<file path="src/rtl/pwm_stop_pkg.sv">
`default_nettype none
package pwm_stop_pkg;
	localparam int ADDR_W = 8;
	localparam int CNT_W = 16;
	localparam logic [ADDR_W-1:0] OFF_RST = 8'h00;
	localparam logic [ADDR_W-1:0] OFF_CLKEN = 8'h04;
	localparam logic [ADDR_W-1:0] OFF_PRESC = 8'h08;
	localparam logic [ADDR_W-1:0] OFF_IRQF = 8'h0C;
	localparam logic [ADDR_W-1:0] OFF_IRQM = 8'h10;
	localparam logic [ADDR_W-1:0] OFF_OPCTL = 8'h14;
	localparam logic [ADDR_W-1:0] OFF_STOP = 8'h18;
	localparam logic [ADDR_W-1:0] OFF_IOCTL = 8'h1C;
	localparam logic [ADDR_W-1:0] OFF_PERIOD = 8'h20;
	localparam logic [ADDR_W-1:0] OFF_DUTY = 8'h24;
	localparam logic [ADDR_W-1:0] OFF_STAT = 8'h28;
	localparam logic [ADDR_W-1:0] OFF_CNT = 8'h2C;
	localparam int RST_BIT = 0;
	localparam int CLKEN_BIT = 0;
	localparam int IRQ_BIT = 5;
	localparam int CE_BIT = 7;
	localparam int CKS_BIT = 4;
	localparam int ST_FN1 = 0;
	localparam int ST_FN2 = 1;
	localparam int ST_PEND = 2;
	localparam int ST_ARMED = 3;
	localparam int ST_PIN = 4;
	localparam int ST_OE = 5;
	localparam logic [2:0] PRESC_MAX = 3'h5;
	localparam logic [7:0] STOP_RV = 8'h7C;
	localparam logic [1:0] IO_RV = 2'h0;
	localparam logic [2:0] IN_IDLE = 3'h2;
	localparam logic [CNT_W-1:0] CNT_STOP = 16'hFFFF;
	localparam int SYS_CLK_NS = 5;
	localparam int PERIOD_NS = 20000;
	localparam int DUTY_PCT = 50;
	localparam logic [CNT_W-1:0] PERIOD_CYC = CNT_W'(PERIOD_NS / SYS_CLK_NS);
	localparam logic [CNT_W-1:0] DUTY_CYC = CNT_W'(PERIOD_NS / SYS_CLK_NS * DUTY_PCT / 100);
	typedef struct packed {
		logic relTrig;
		logic restartEn;
		logic fn2En;
		logic fn1En;
		logic [1:0] clrMode;
		logic [1:0] stopSel;
	} stop_ctl_t;
	typedef struct packed {
		logic activeLow;
		logic defaultHigh;
	} io_ctl_t;
endpackage
`default_nettype wire

</file>
<file path="src/rtl/pwm_forced_output_stop.sv">
// Our own choices: the APB register port and the address map.
`default_nettype none
module pwm_forced_output_stop
	import pwm_stop_pkg::*;
(
	input wire logic sys_clk,
	input wire logic rst_n,
	input wire logic psel,
	input wire logic penable,
	input wire logic pwrite,
	input wire logic [ADDR_W-1:0] paddr,
	input wire logic [31:0] pwdata,
	output logic [31:0] prdata,
	output logic pready,
	output logic pslverr,
	input wire logic overcurrentComparator,
	input wire logic overvoltageStopInput,
	input wire logic restartInput,
	output logic pwmOutPin,
	output logic pwmOutPinOe
);

	logic timerReset_ff;
	logic clkGate_ff;
	logic [2:0] presc_ff;
	logic irqFlag_ff;
	logic irqMask_ff;
	logic countEn_ff;
	logic clkSel_ff;
	stop_ctl_t stopCtl_ff;
	io_ctl_t ioCtl_ff;
	logic [CNT_W-1:0] period_ff;
	logic [CNT_W-1:0] duty_ff;
	logic [CNT_W-1:0] cnt_ff;
	logic [4:0] div_ff;
	logic fn1_ff;
	logic fn1Pend_ff;
	logic fn2_ff;
	logic fn2Armed_ff;
	logic [2:0] inS1_ff;
	logic [2:0] inS2_ff;
	logic [2:0] inS3_ff;

	logic setup;
	logic wr;
	logic addrHit;
	logic [31:0] rdVal;
	logic relWrite;
	logic alive;
	logic run;
	logic [2:0] prescCode;
	logic [4:0] divMask;
	logic tick;
	logic periodStart;
	logic restartHit;
	logic periodEdge;
	logic cmpRise;
	logic cmpHigh;
	logic ovFall;
	logic ovRise;
	logic rstRise;
	logic relOk;
	logic pwmLvl;

	////////////////////////////////////////////////////////////
	// APB slave

	assign setup = psel & ~penable;
	assign wr = psel & penable & pready & pwrite;
	assign relWrite = wr & (paddr == OFF_STOP) & pwdata[7];

	always_comb begin
		rdVal = '0;
		addrHit = 1'b1;
		case (paddr)
			OFF_RST: rdVal[RST_BIT] = timerReset_ff;
			OFF_CLKEN: rdVal[CLKEN_BIT] = clkGate_ff;
			OFF_PRESC: rdVal[2:0] = presc_ff;
			OFF_IRQF: rdVal[IRQ_BIT] = irqFlag_ff;
			OFF_IRQM: rdVal[IRQ_BIT] = irqMask_ff;
			OFF_OPCTL: begin
				rdVal[CE_BIT] = countEn_ff;
				rdVal[CKS_BIT] = clkSel_ff;
			end
			OFF_STOP: rdVal[6:0] = stopCtl_ff[6:0];
			OFF_IOCTL: rdVal[1:0] = ioCtl_ff;
			OFF_PERIOD: rdVal[CNT_W-1:0] = period_ff;
			OFF_DUTY: rdVal[CNT_W-1:0] = duty_ff;
			OFF_STAT: begin
				rdVal[ST_FN1] = fn1_ff;
				rdVal[ST_FN2] = fn2_ff;
				rdVal[ST_PEND] = fn1Pend_ff;
				rdVal[ST_ARMED] = fn2Armed_ff;
				rdVal[ST_PIN] = pwmOutPin;
				rdVal[ST_OE] = pwmOutPinOe;
			end
			OFF_CNT: rdVal[CNT_W-1:0] = cnt_ff;
			default: addrHit = 1'b0;
		endcase
	end

	always_ff @(posedge sys_clk) begin
		if (!rst_n) begin
			pready <= 1'b0;
			prdata <= '0;
			pslverr <= 1'b0;
		end else begin
			pready <= setup;
			pslverr <= setup & ~addrHit;
			if (setup) begin
				prdata <= pwrite ? '0 : rdVal;
			end
		end
	end

	////////////////////////////////////////////////////////////
	// Software registers

	always_ff @(posedge sys_clk) begin
		if (!rst_n) begin
			timerReset_ff <= 1'b0;
			clkGate_ff <= 1'b0;
			presc_ff <= 3'h0;
			irqMask_ff <= 1'b1;
			countEn_ff <= 1'b0;
			clkSel_ff <= 1'b0;
			stopCtl_ff <= STOP_RV;
			ioCtl_ff <= IO_RV;
			period_ff <= PERIOD_CYC;
			duty_ff <= DUTY_CYC;
		end else if (wr) begin
			case (paddr)
				OFF_RST: timerReset_ff <= pwdata[RST_BIT];
				OFF_CLKEN: clkGate_ff <= pwdata[CLKEN_BIT];
				OFF_PRESC: presc_ff <= pwdata[2:0];
				OFF_IRQM: irqMask_ff <= pwdata[IRQ_BIT];
				OFF_OPCTL: begin
					countEn_ff <= pwdata[CE_BIT];
					clkSel_ff <= pwdata[CKS_BIT];
				end
				OFF_STOP: stopCtl_ff <= {1'b0, pwdata[6:0]};
				OFF_IOCTL: ioCtl_ff <= pwdata[1:0];
				OFF_PERIOD: period_ff <= pwdata[CNT_W-1:0];
				OFF_DUTY: duty_ff <= pwdata[CNT_W-1:0];
				default: ;
			endcase
		end
	end

	// Period flag, hardware set beats software write
	always_ff @(posedge sys_clk) begin
		if (!rst_n) begin
			irqFlag_ff <= 1'b0;
		end else if (periodEdge) begin
			irqFlag_ff <= 1'b1;
		end else if (wr && paddr == OFF_IRQF) begin
			irqFlag_ff <= pwdata[IRQ_BIT];
		end
	end

	////////////////////////////////////////////////////////////
	// Pin synchronisers, order {restart, over-voltage, comparator}

	always_ff @(posedge sys_clk) begin
		if (!rst_n) begin
			inS1_ff <= IN_IDLE;
			inS2_ff <= IN_IDLE;
			inS3_ff <= IN_IDLE;
		end else begin
			inS1_ff <= {restartInput, overvoltageStopInput, overcurrentComparator};
			inS2_ff <= inS1_ff;
			inS3_ff <= inS2_ff;
		end
	end

	assign cmpHigh = inS2_ff[0];
	assign cmpRise = inS2_ff[0] & ~inS3_ff[0];
	assign ovFall = ~inS2_ff[1] & inS3_ff[1];
	assign ovRise = inS2_ff[1] & ~inS3_ff[1];
	assign rstRise = inS2_ff[2] & ~inS3_ff[2];

	////////////////////////////////////////////////////////////
	// Prescaler and counter

	assign alive = ~timerReset_ff;
	assign run = alive & clkGate_ff;
	assign prescCode = (presc_ff > PRESC_MAX) ? PRESC_MAX : presc_ff;
	assign divMask = 5'h1F >> (PRESC_MAX - prescCode);
	assign tick = run & ~clkSel_ff & ((div_ff & divMask) == divMask);

	always_ff @(posedge sys_clk) begin
		if (!rst_n || !run) begin
			div_ff <= 5'h00;
		end else begin
			div_ff <= div_ff + 5'h01;
		end
	end

	assign periodStart = tick & countEn_ff & ((cnt_ff == CNT_STOP) | (cnt_ff >= period_ff - 16'h0001));
	assign restartHit = rstRise & stopCtl_ff.restartEn & countEn_ff & run;
	assign periodEdge = periodStart | restartHit;

	always_ff @(posedge sys_clk) begin
		if (!rst_n || !alive || !countEn_ff) begin
			cnt_ff <= CNT_STOP;
		end else if (restartHit) begin
			cnt_ff <= '0;
		end else if (periodStart) begin
			cnt_ff <= '0;
		end else if (tick) begin
			cnt_ff <= cnt_ff + 16'h0001;
		end
	end

	////////////////////////////////////////////////////////////
	// Stop function one

	assign relOk = relWrite & ~(stopCtl_ff.clrMode[0] & cmpHigh);

	always_ff @(posedge sys_clk) begin
		if (!rst_n || !alive) begin
			fn1_ff <= 1'b0;
			fn1Pend_ff <= 1'b0;
		end else if (cmpRise && stopCtl_ff.fn1En) begin
			fn1_ff <= 1'b1;
			fn1Pend_ff <= 1'b0;
		end else if (fn1_ff && relOk && !stopCtl_ff.clrMode[1]) begin
			fn1_ff <= 1'b0;
		end else if (fn1Pend_ff && periodEdge) begin
			fn1_ff <= 1'b0;
			fn1Pend_ff <= 1'b0;
		end else if (fn1_ff && relOk) begin
			fn1Pend_ff <= 1'b1;
		end
	end

	////////////////////////////////////////////////////////////
	// Stop function two

	always_ff @(posedge sys_clk) begin
		if (!rst_n || !alive) begin
			fn2_ff <= 1'b0;
			fn2Armed_ff <= 1'b0;
		end else if (ovFall && stopCtl_ff.fn2En) begin
			fn2_ff <= 1'b1;
			fn2Armed_ff <= 1'b0;
		end else if (fn2_ff && fn2Armed_ff && periodEdge) begin
			fn2_ff <= 1'b0;
			fn2Armed_ff <= 1'b0;
		end else if (fn2_ff && ovRise) begin
			fn2Armed_ff <= 1'b1;
		end
	end

	////////////////////////////////////////////////////////////
	// Output pin

	always_comb begin
		if (countEn_ff && cnt_ff != CNT_STOP) begin
			pwmLvl = (cnt_ff < duty_ff) ? ~ioCtl_ff.activeLow : ioCtl_ff.activeLow;
		end else begin
			pwmLvl = ioCtl_ff.defaultHigh;
		end
	end

	always_ff @(posedge sys_clk) begin
		if (!rst_n) begin
			pwmOutPin <= 1'b0;
			pwmOutPinOe <= 1'b1;
		end else if (fn1_ff) begin
			pwmOutPinOe <= stopCtl_ff.stopSel[1];
			pwmOutPin <= &stopCtl_ff.stopSel;
		end else if (fn2_ff) begin
			pwmOutPinOe <= 1'b1;
			pwmOutPin <= stopCtl_ff.stopSel[0];
		end else begin
			pwmOutPinOe <= 1'b1;
			pwmOutPin <= pwmLvl;
		end
	end
endmodule
`default_nettype wire

</file>
<file path="config.mk">
export PLATFORM = sky130hd
export DESIGN_NAME = pwm_forced_output_stop
export DESIGN_NICKNAME = d
export VERILOG_FILES = /design/src/rtl/pwm_stop_pkg.sv /design/src/rtl/pwm_forced_output_stop.sv
export SDC_FILE = /design/constraint.sdc
export NUM_CORES = 1
export LEC_CHECK = 0
export BUFFER_PORTS_ARGS = -buffer_cell sky130_fd_sc_hd__buf_2
export CAP_MARGIN = 40
export CORE_ASPECT_RATIO = 1.25
export CORE_MARGIN = 2
export CORE_UTILIZATION = 43
export DETAILED_ROUTE_END_ITERATION = 8
export GPL_ROUTABILITY_DRIVEN = 0
export PLACE_DENSITY = 0.67
export RECOVER_POWER = 100
export SLEW_MARGIN = 40
export SYNTH_ARGS = -nofsm -noshare
export SYNTH_HDL_FRONTEND = slang
export SYNTH_SLANG_ARGS = --single-unit
</file>
<file path="constraint.sdc">
create_clock -name sys_clk -period 3.65 [get_ports sys_clk]
set_input_delay 0.1825 -clock sys_clk [delete_from_list [all_inputs] [get_ports sys_clk]]
set_output_delay 0.1825 -clock sys_clk [all_outputs]
set_load 0.02 [all_outputs]
</file>
# Word-level counts from Yosys, hierarchy flattened
# Cells that the tools add are included.
[word_totals] ff_bits=120 inputBits=48 output_inout_bits=36 word_cells=153
[op_classes] addsub=4 order_cmp=3 eq_ne=14 n_shift=1 mux=28 bitwise_logic=35 n_reduce_logical=38
[op_table] op="two-way mux 16 bit" count=4
[op_table] op="== test 8 x 5 -> 1 bit (second input constant)" count=4
[op_table] op="== test 8 x 6 -> 1 bit (second input constant)" count=4
[op_table] op="case mux 8 bit (3 select lines)" count=1
[op_table] op="AND reduction 2 bit" count=12
[op_table] op="AND 1 bit" count=21
[op_table] op="adder 16 x 1 -> 16 bit (second input constant)" count=1
[op_table] op="== test 16 bit (second input constant)" count=1
[op_table] op="== test 8 x 4 -> 1 bit (second input constant)" count=2
[op_table] op="greater-or-equal comparator 16 bit" count=1
[op_table] op="less-than comparator 16 bit" count=1
[op_table] op="inequality test 16 bit (second input constant)" count=1
[op_table] op="subtractor 16 x 1 -> 16 bit (second input constant)" count=1
[op_table] op="two-way mux 1 bit" count=14
[op_table] op="case mux 1 bit (7 select lines)" count=2
[op_table] op="case mux 1 bit (6 select lines)" count=2
[op_table] op="OR reduction 12 bit" count=1
[op_table] op="inverter 1 bit" count=11
[op_table] op="logical AND 1 bit" count=10
[op_table] op="case mux 1 bit (9 select lines)" count=1
[op_table] op="== test 8 x 3 -> 1 bit (second input constant)" count=1
[op_table] op="logical NOT 8 bit" count=1
[op_table] op="case mux 1 bit (4 select lines)" count=2
[op_table] op="nonzero test 2 bit" count=3
[op_table] op="other kinds (14)" count=21

# Longest topological paths before layout
[logic_depth] depth_word=14 mapped_depth=14 mapped_depth_nobuf=13

# Worst setup path after synthesis
# Ideal clock, no wire load.
[synth_path] path_kind="register -> register" from="reg period_ff[6]" to="reg cnt_ff[6]" setup_time_ns=0.137 arrival_time_ns=2.916 t_required_ns=3.513 path_slack_ns=0.597 stages_incl_launch_ff=12 period_less_slack_ns=3.053 path_cell_list="dfxtp_1 -> or4_1 -> or3_1 -> nor3_1 -> xnor2_1 -> ha_1 -> nand4_1 -> a2111oi_0 -> o311ai_1 -> a21oi_1 -> buf_2 -> o311ai_1"
[synth_between] elab_chain_cells=6
[synth_rtl] element="start, declared" line_no="pwm_forced_output_stop.sv:32" text="logic [CNT_W-1:0] period_ff;"
[synth_rtl] element="start signal, assigned" line_no="pwm_forced_output_stop.sv:143" text="OFF_PERIOD: period_ff <= pwdata[CNT_W-1:0];"
[synth_rtl] element="subtractor 16 x 1 -> 16 bit (*)" line_no="pwm_forced_output_stop.sv:199" text="assign periodStart = tick & countEn_ff & ((cnt_ff == CNT_STOP) | (cnt_ff >= period_ff - 16'h0001));"
[synth_rtl] element="greater-or-equal comparator 16 bit (*)" line_no="pwm_forced_output_stop.sv:199"
[synth_rtl] element="bitwise OR 1 bit (*)" line_no="pwm_forced_output_stop.sv:199"
[synth_rtl] element="AND 1 bit (*)" line_no="pwm_forced_output_stop.sv:199"
[synth_rtl] element="two-way mux 16 bit" line_no="pwm_forced_output_stop.sv:208" text="end else if (periodStart) begin"
[synth_rtl] element="two-way mux 16 bit" line_no="pwm_forced_output_stop.sv:206" text="end else if (restartHit) begin"
[synth_rtl] element="end signal, assigned" line_no="pwm_forced_output_stop.sv:211" text="cnt_ff <= cnt_ff + 16'h0001;"
[synth_rtl] element="end, declared" line_no="pwm_forced_output_stop.sv:34" text="logic [CNT_W-1:0] cnt_ff;"
# Every way passes the cells marked *; elsewhere a longest branch is shown, timed or not.
# A chain may end at the register's enable or synchronous reset.

# Final worst setup path
[layout_path] from="reg period_ff[7]" to="reg cnt_ff[5]"
# Same word-level chain as after synthesis.

==> flow_summary.yaml <==
run_status:
  status: "finished with violations"
  failed_checks: "max-capacitance violations, max-slew violations"
routing:
  ant_nets: 0
  drc: 0
  viasPerCell: 5.75
  drt_iter0_drc: 482
  wl_mm: 15.8
  wl_per_cell_um: 17.5
  dr.pass1.iters: 7
  vias: 5212
setup_path:
  arrival_ns: 3.53
  start_kind: "flip-flop"
  worst_setup_path_end_kind: "flip-flop"
  crit_type: "reg -> reg"
  crit_fanout: 11
  timing.rr.start: "period_ff[7]$_SDFFE_PN1P_"
  r2r_slack_ns: 0.29
  timing.rr.end: "cnt_ff[5]$_SDFFE_PP1P_"
  reg2reg_depth: 11
  required_ns: 3.82
yosys:
  yosys-top-cells-area: "dfxtp_1 (35%), ha_1 (7.5%), nand2_1 (6.8%)"
  ys_types: 65
  synth_top_cell_by_area: "dfxtp_1"
  synth.most_common_cell: "nand2_1"
  syn_area_um2: 5870
  synth.top_cell.area_share_pct: 35.5
  ys_async_sr_fraction_pct: 0
  postSynthCellCount: 693
  syn_area_per_cell_um2: 8.47
  synth_enable_flop_cells: 0
  ys_top_cells_by_count: "nand2_1 (107), dfxtp_1 (104), ha_1 (35), o21ai_0 (33)"
  synth-seq-cells: 104
  synth_ff_type: "dfxtp_1"
  yosysWarnings: 0
  seq_area_frac_synth_pct: 35.5
timing:
  final_max_slew_viol_count: 74
  finalClockSkew_ns: 0.00681
  max_slew.worst_pin.slew_ns: 2.63
  rsz0062_at_grt: "false"
  hold_viol_final: 0
  setup-violations-final: 0
  timing.fmax_mhz: 298
  finalCritPeriodShare_pct: 92.1
  maxSlewHeadroom_pct: -75.7
  period_needed_ns: 3.36
  tns_ns: 0
  setup_ws_ns: 0.289
worst_hold_path:
  holdPathStages: 2
  worstHoldStart: "overvoltageStopInput"
  holdPathEnd: "inS1_ff[1]$_SDFF_PN1_"
  min_path_type: "in -> reg"
power_and_ir_drop:
  switching_power_mw: 0.505
  seq_power_share_pct: 52.0
  pwr-share-comb_pct: 5.1
  vdd_drop_max_uv: 195
  p_per_area_nw_per_um2: 338
  p_leak_nw: 2.39
  pwr-share-clk_pct: 42.9
  sw_frac_of_total_pct: 22.9
  p_total_mw: 2.20
  p_int_mw: 1.70
global_route:
  grt_pass1_wl_mm: 25.0
  grt_antenna_before_repair: 0
  overflow: 0
  grtUsageTotal_pct: 21.7
  grt_pass1_vias: 5023
  grt_max_degree: 74
floorplanning:
  row_count: 47
  ioPinCount: 84
  coreArea_um2: 13300
  die_area_um2: 14600
  start_util_pct: 44.2
  die_w_um: 108
  die-height_um: 135
placed_design:
  dp_slack_ns: 0.202
  dpl.hpwl_mm: 11.8
  io_buffer_count: 51
  dpl_cell_area_um2: 6240
clocking:
  cts_tree: "built"
  h-tree-depth: 3
  clock-sinks: 104
  cts_buffer_depth: 2
  clock_latency_ns: 0.35
  cts_buffers: 9
  ctsRootBufferMaster: "clkbuf_16"
  clkTransAtPathRegs_ns: 0.07
  ctsHoldBuffers: 0
finish:
  antenna_cells: 0
  fin_nets: 814
  drive_gt1_share_pct: 10.2
  synthToLayoutAreaGrowth_pct: 11.0
  final_area_um2: 6520
flow_run:
  drv_cap: 1
[routing by layer]
metal | global-route usage, % | vias up | share of wire [%]
met3 | 2.85 | 24 | 7.2
met2 | 34.7 | 223 | 47
met5 | 0 | - | 0
met1 | 29.5 | 2439 | 44
li1 | - | 2526 | -
met4 | 8.83 | 0 | 2.0
[stage by stage]
| stage | util [%] | cells | hold WS [ns] |
|---|---|---|---|
| floorplan | - | 708 | 0.284 |
| global placement | 46.9 | 890 | 0.362 |
| detailed placement | 46.9 | 890 | 0.394 |
| CTS | 49.1 | 905 | 0.0332 |
| global route | 49.0 | 906 | 0.0370 |
| finish | 49.0 | 906 | 0.0324 |
[registers in the layout (all words and copies together), names as in the netlist, 2 cells and up]
name        count
stopCtl_ff      7
div_ff          5
inS1_ff         3
ioCtl_ff        2
inS2_ff         3
prdata         16
period_ff      16
inS3_ff         3
presc_ff        3
cnt_ff         16
duty_ff        16
[cells in the final DEF (no fill, tap or decap), types with 17 or more instances in the layout]
cell type / count
a21boi_0: 22
inv_1: 25
clkbuf_1: 22
o21ai_0: 36
nand3_1: 18
nor2b_1: 18
ha_1: 35
buf_2: 30
xor2_1: 17
dfxtp_1: 104
mux2i_1: 23
nor2_1: 28
nand2_1: 107
[how the worst max path moves through the flow]
stage,start,end,slack (ns),cells after the start
5_1_grt,period_ff[2]$_SDFFE_PN0P_,cnt_ff[6]$_SDFFE_PP1P_,0.0003,11
2_1_floorplan,period_ff[6]$_SDFFE_PN0P_,cnt_ff[6]$_SDFFE_PP1P_,0.60,11
6_report,period_ff[7]$_SDFFE_PN1P_,cnt_ff[5]$_SDFFE_PP1P_,0.29,11
4_1_cts,period_ff[2]$_SDFFE_PN0P_,cnt_ff[5]$_SDFFE_PP1P_,0.18,12
3_3_place_gp,period_ff[2]$_SDFFE_PN0P_,cnt_ff[5]$_SDFFE_PP1P_,0.25,12
3_5_place_dp,period_ff[2]$_SDFFE_PN0P_,cnt_ff[5]$_SDFFE_PP1P_,0.20,12
[worst max-delay path, stage by stage (launching register included)]
cell and delay, ns:
dfxtp_1 0.36, or4_1 0.55, or3_1 0.38, nor3_1 0.21
xnor2_1 0.10, ha_1 0.33, nand4_1 0.11, a2111oi_0 0.40
o311ai_1 0.20, a21oi_1 0.21, buf_4 0.20, o311ai_0 0.13
[logic make-up (layout without fill, tap and decap cells)]
family / Yosys count / count (layout) / share of synthesized area (%)
buffers and inverters: 79 / 106 / 6.29
AOI/OAI and AO/OA: 157 / 157 / 18.7
adders and majority gates: 35 / 35 / 7.46
and+or+nand+nor: 262 / 262 / 23.0
DFF: 104 / 104 / 35.5
muxes: 27 / 27 / 4.88
xor gates and xnor gates: 28 / 28 / 4.18
other: 1 / 16 / 0.0639
[layout make-up]
| cell class | instances | area (µm²) |
|---|---|---|
| clock buffers | 12 | 267 |
| clock inverters | 3 | 25.0 |
| fillers | 1304 | 6770 |
| inverters | 25 | 93.8 |
| multi-input cells | 525 | 3500 |
| flip-flops and latches | 104 | 2080 |
| well taps | 171 | 214 |
| repair buffers | 66 | 338 |
[power groups by stage]
stage	Sequential (mW)	Combinational (mW)	Clock (mW)
2_1_floorplan	1.17	0.0810	0
3_3_place_gp	1.17	0.108	0
3_5_place_dp	1.17	0.110	0
4_1_cts	1.14	0.111	0.964
5_1_grt	1.14	0.121	1.01
6_report	1.14	0.113	0.944
[timing repair]
item                       CTS  global route
gates resized for setup      0             1
setup buffers                0             1
setup endpoints to repair    0            21
(Power assumes the default switching activity.)
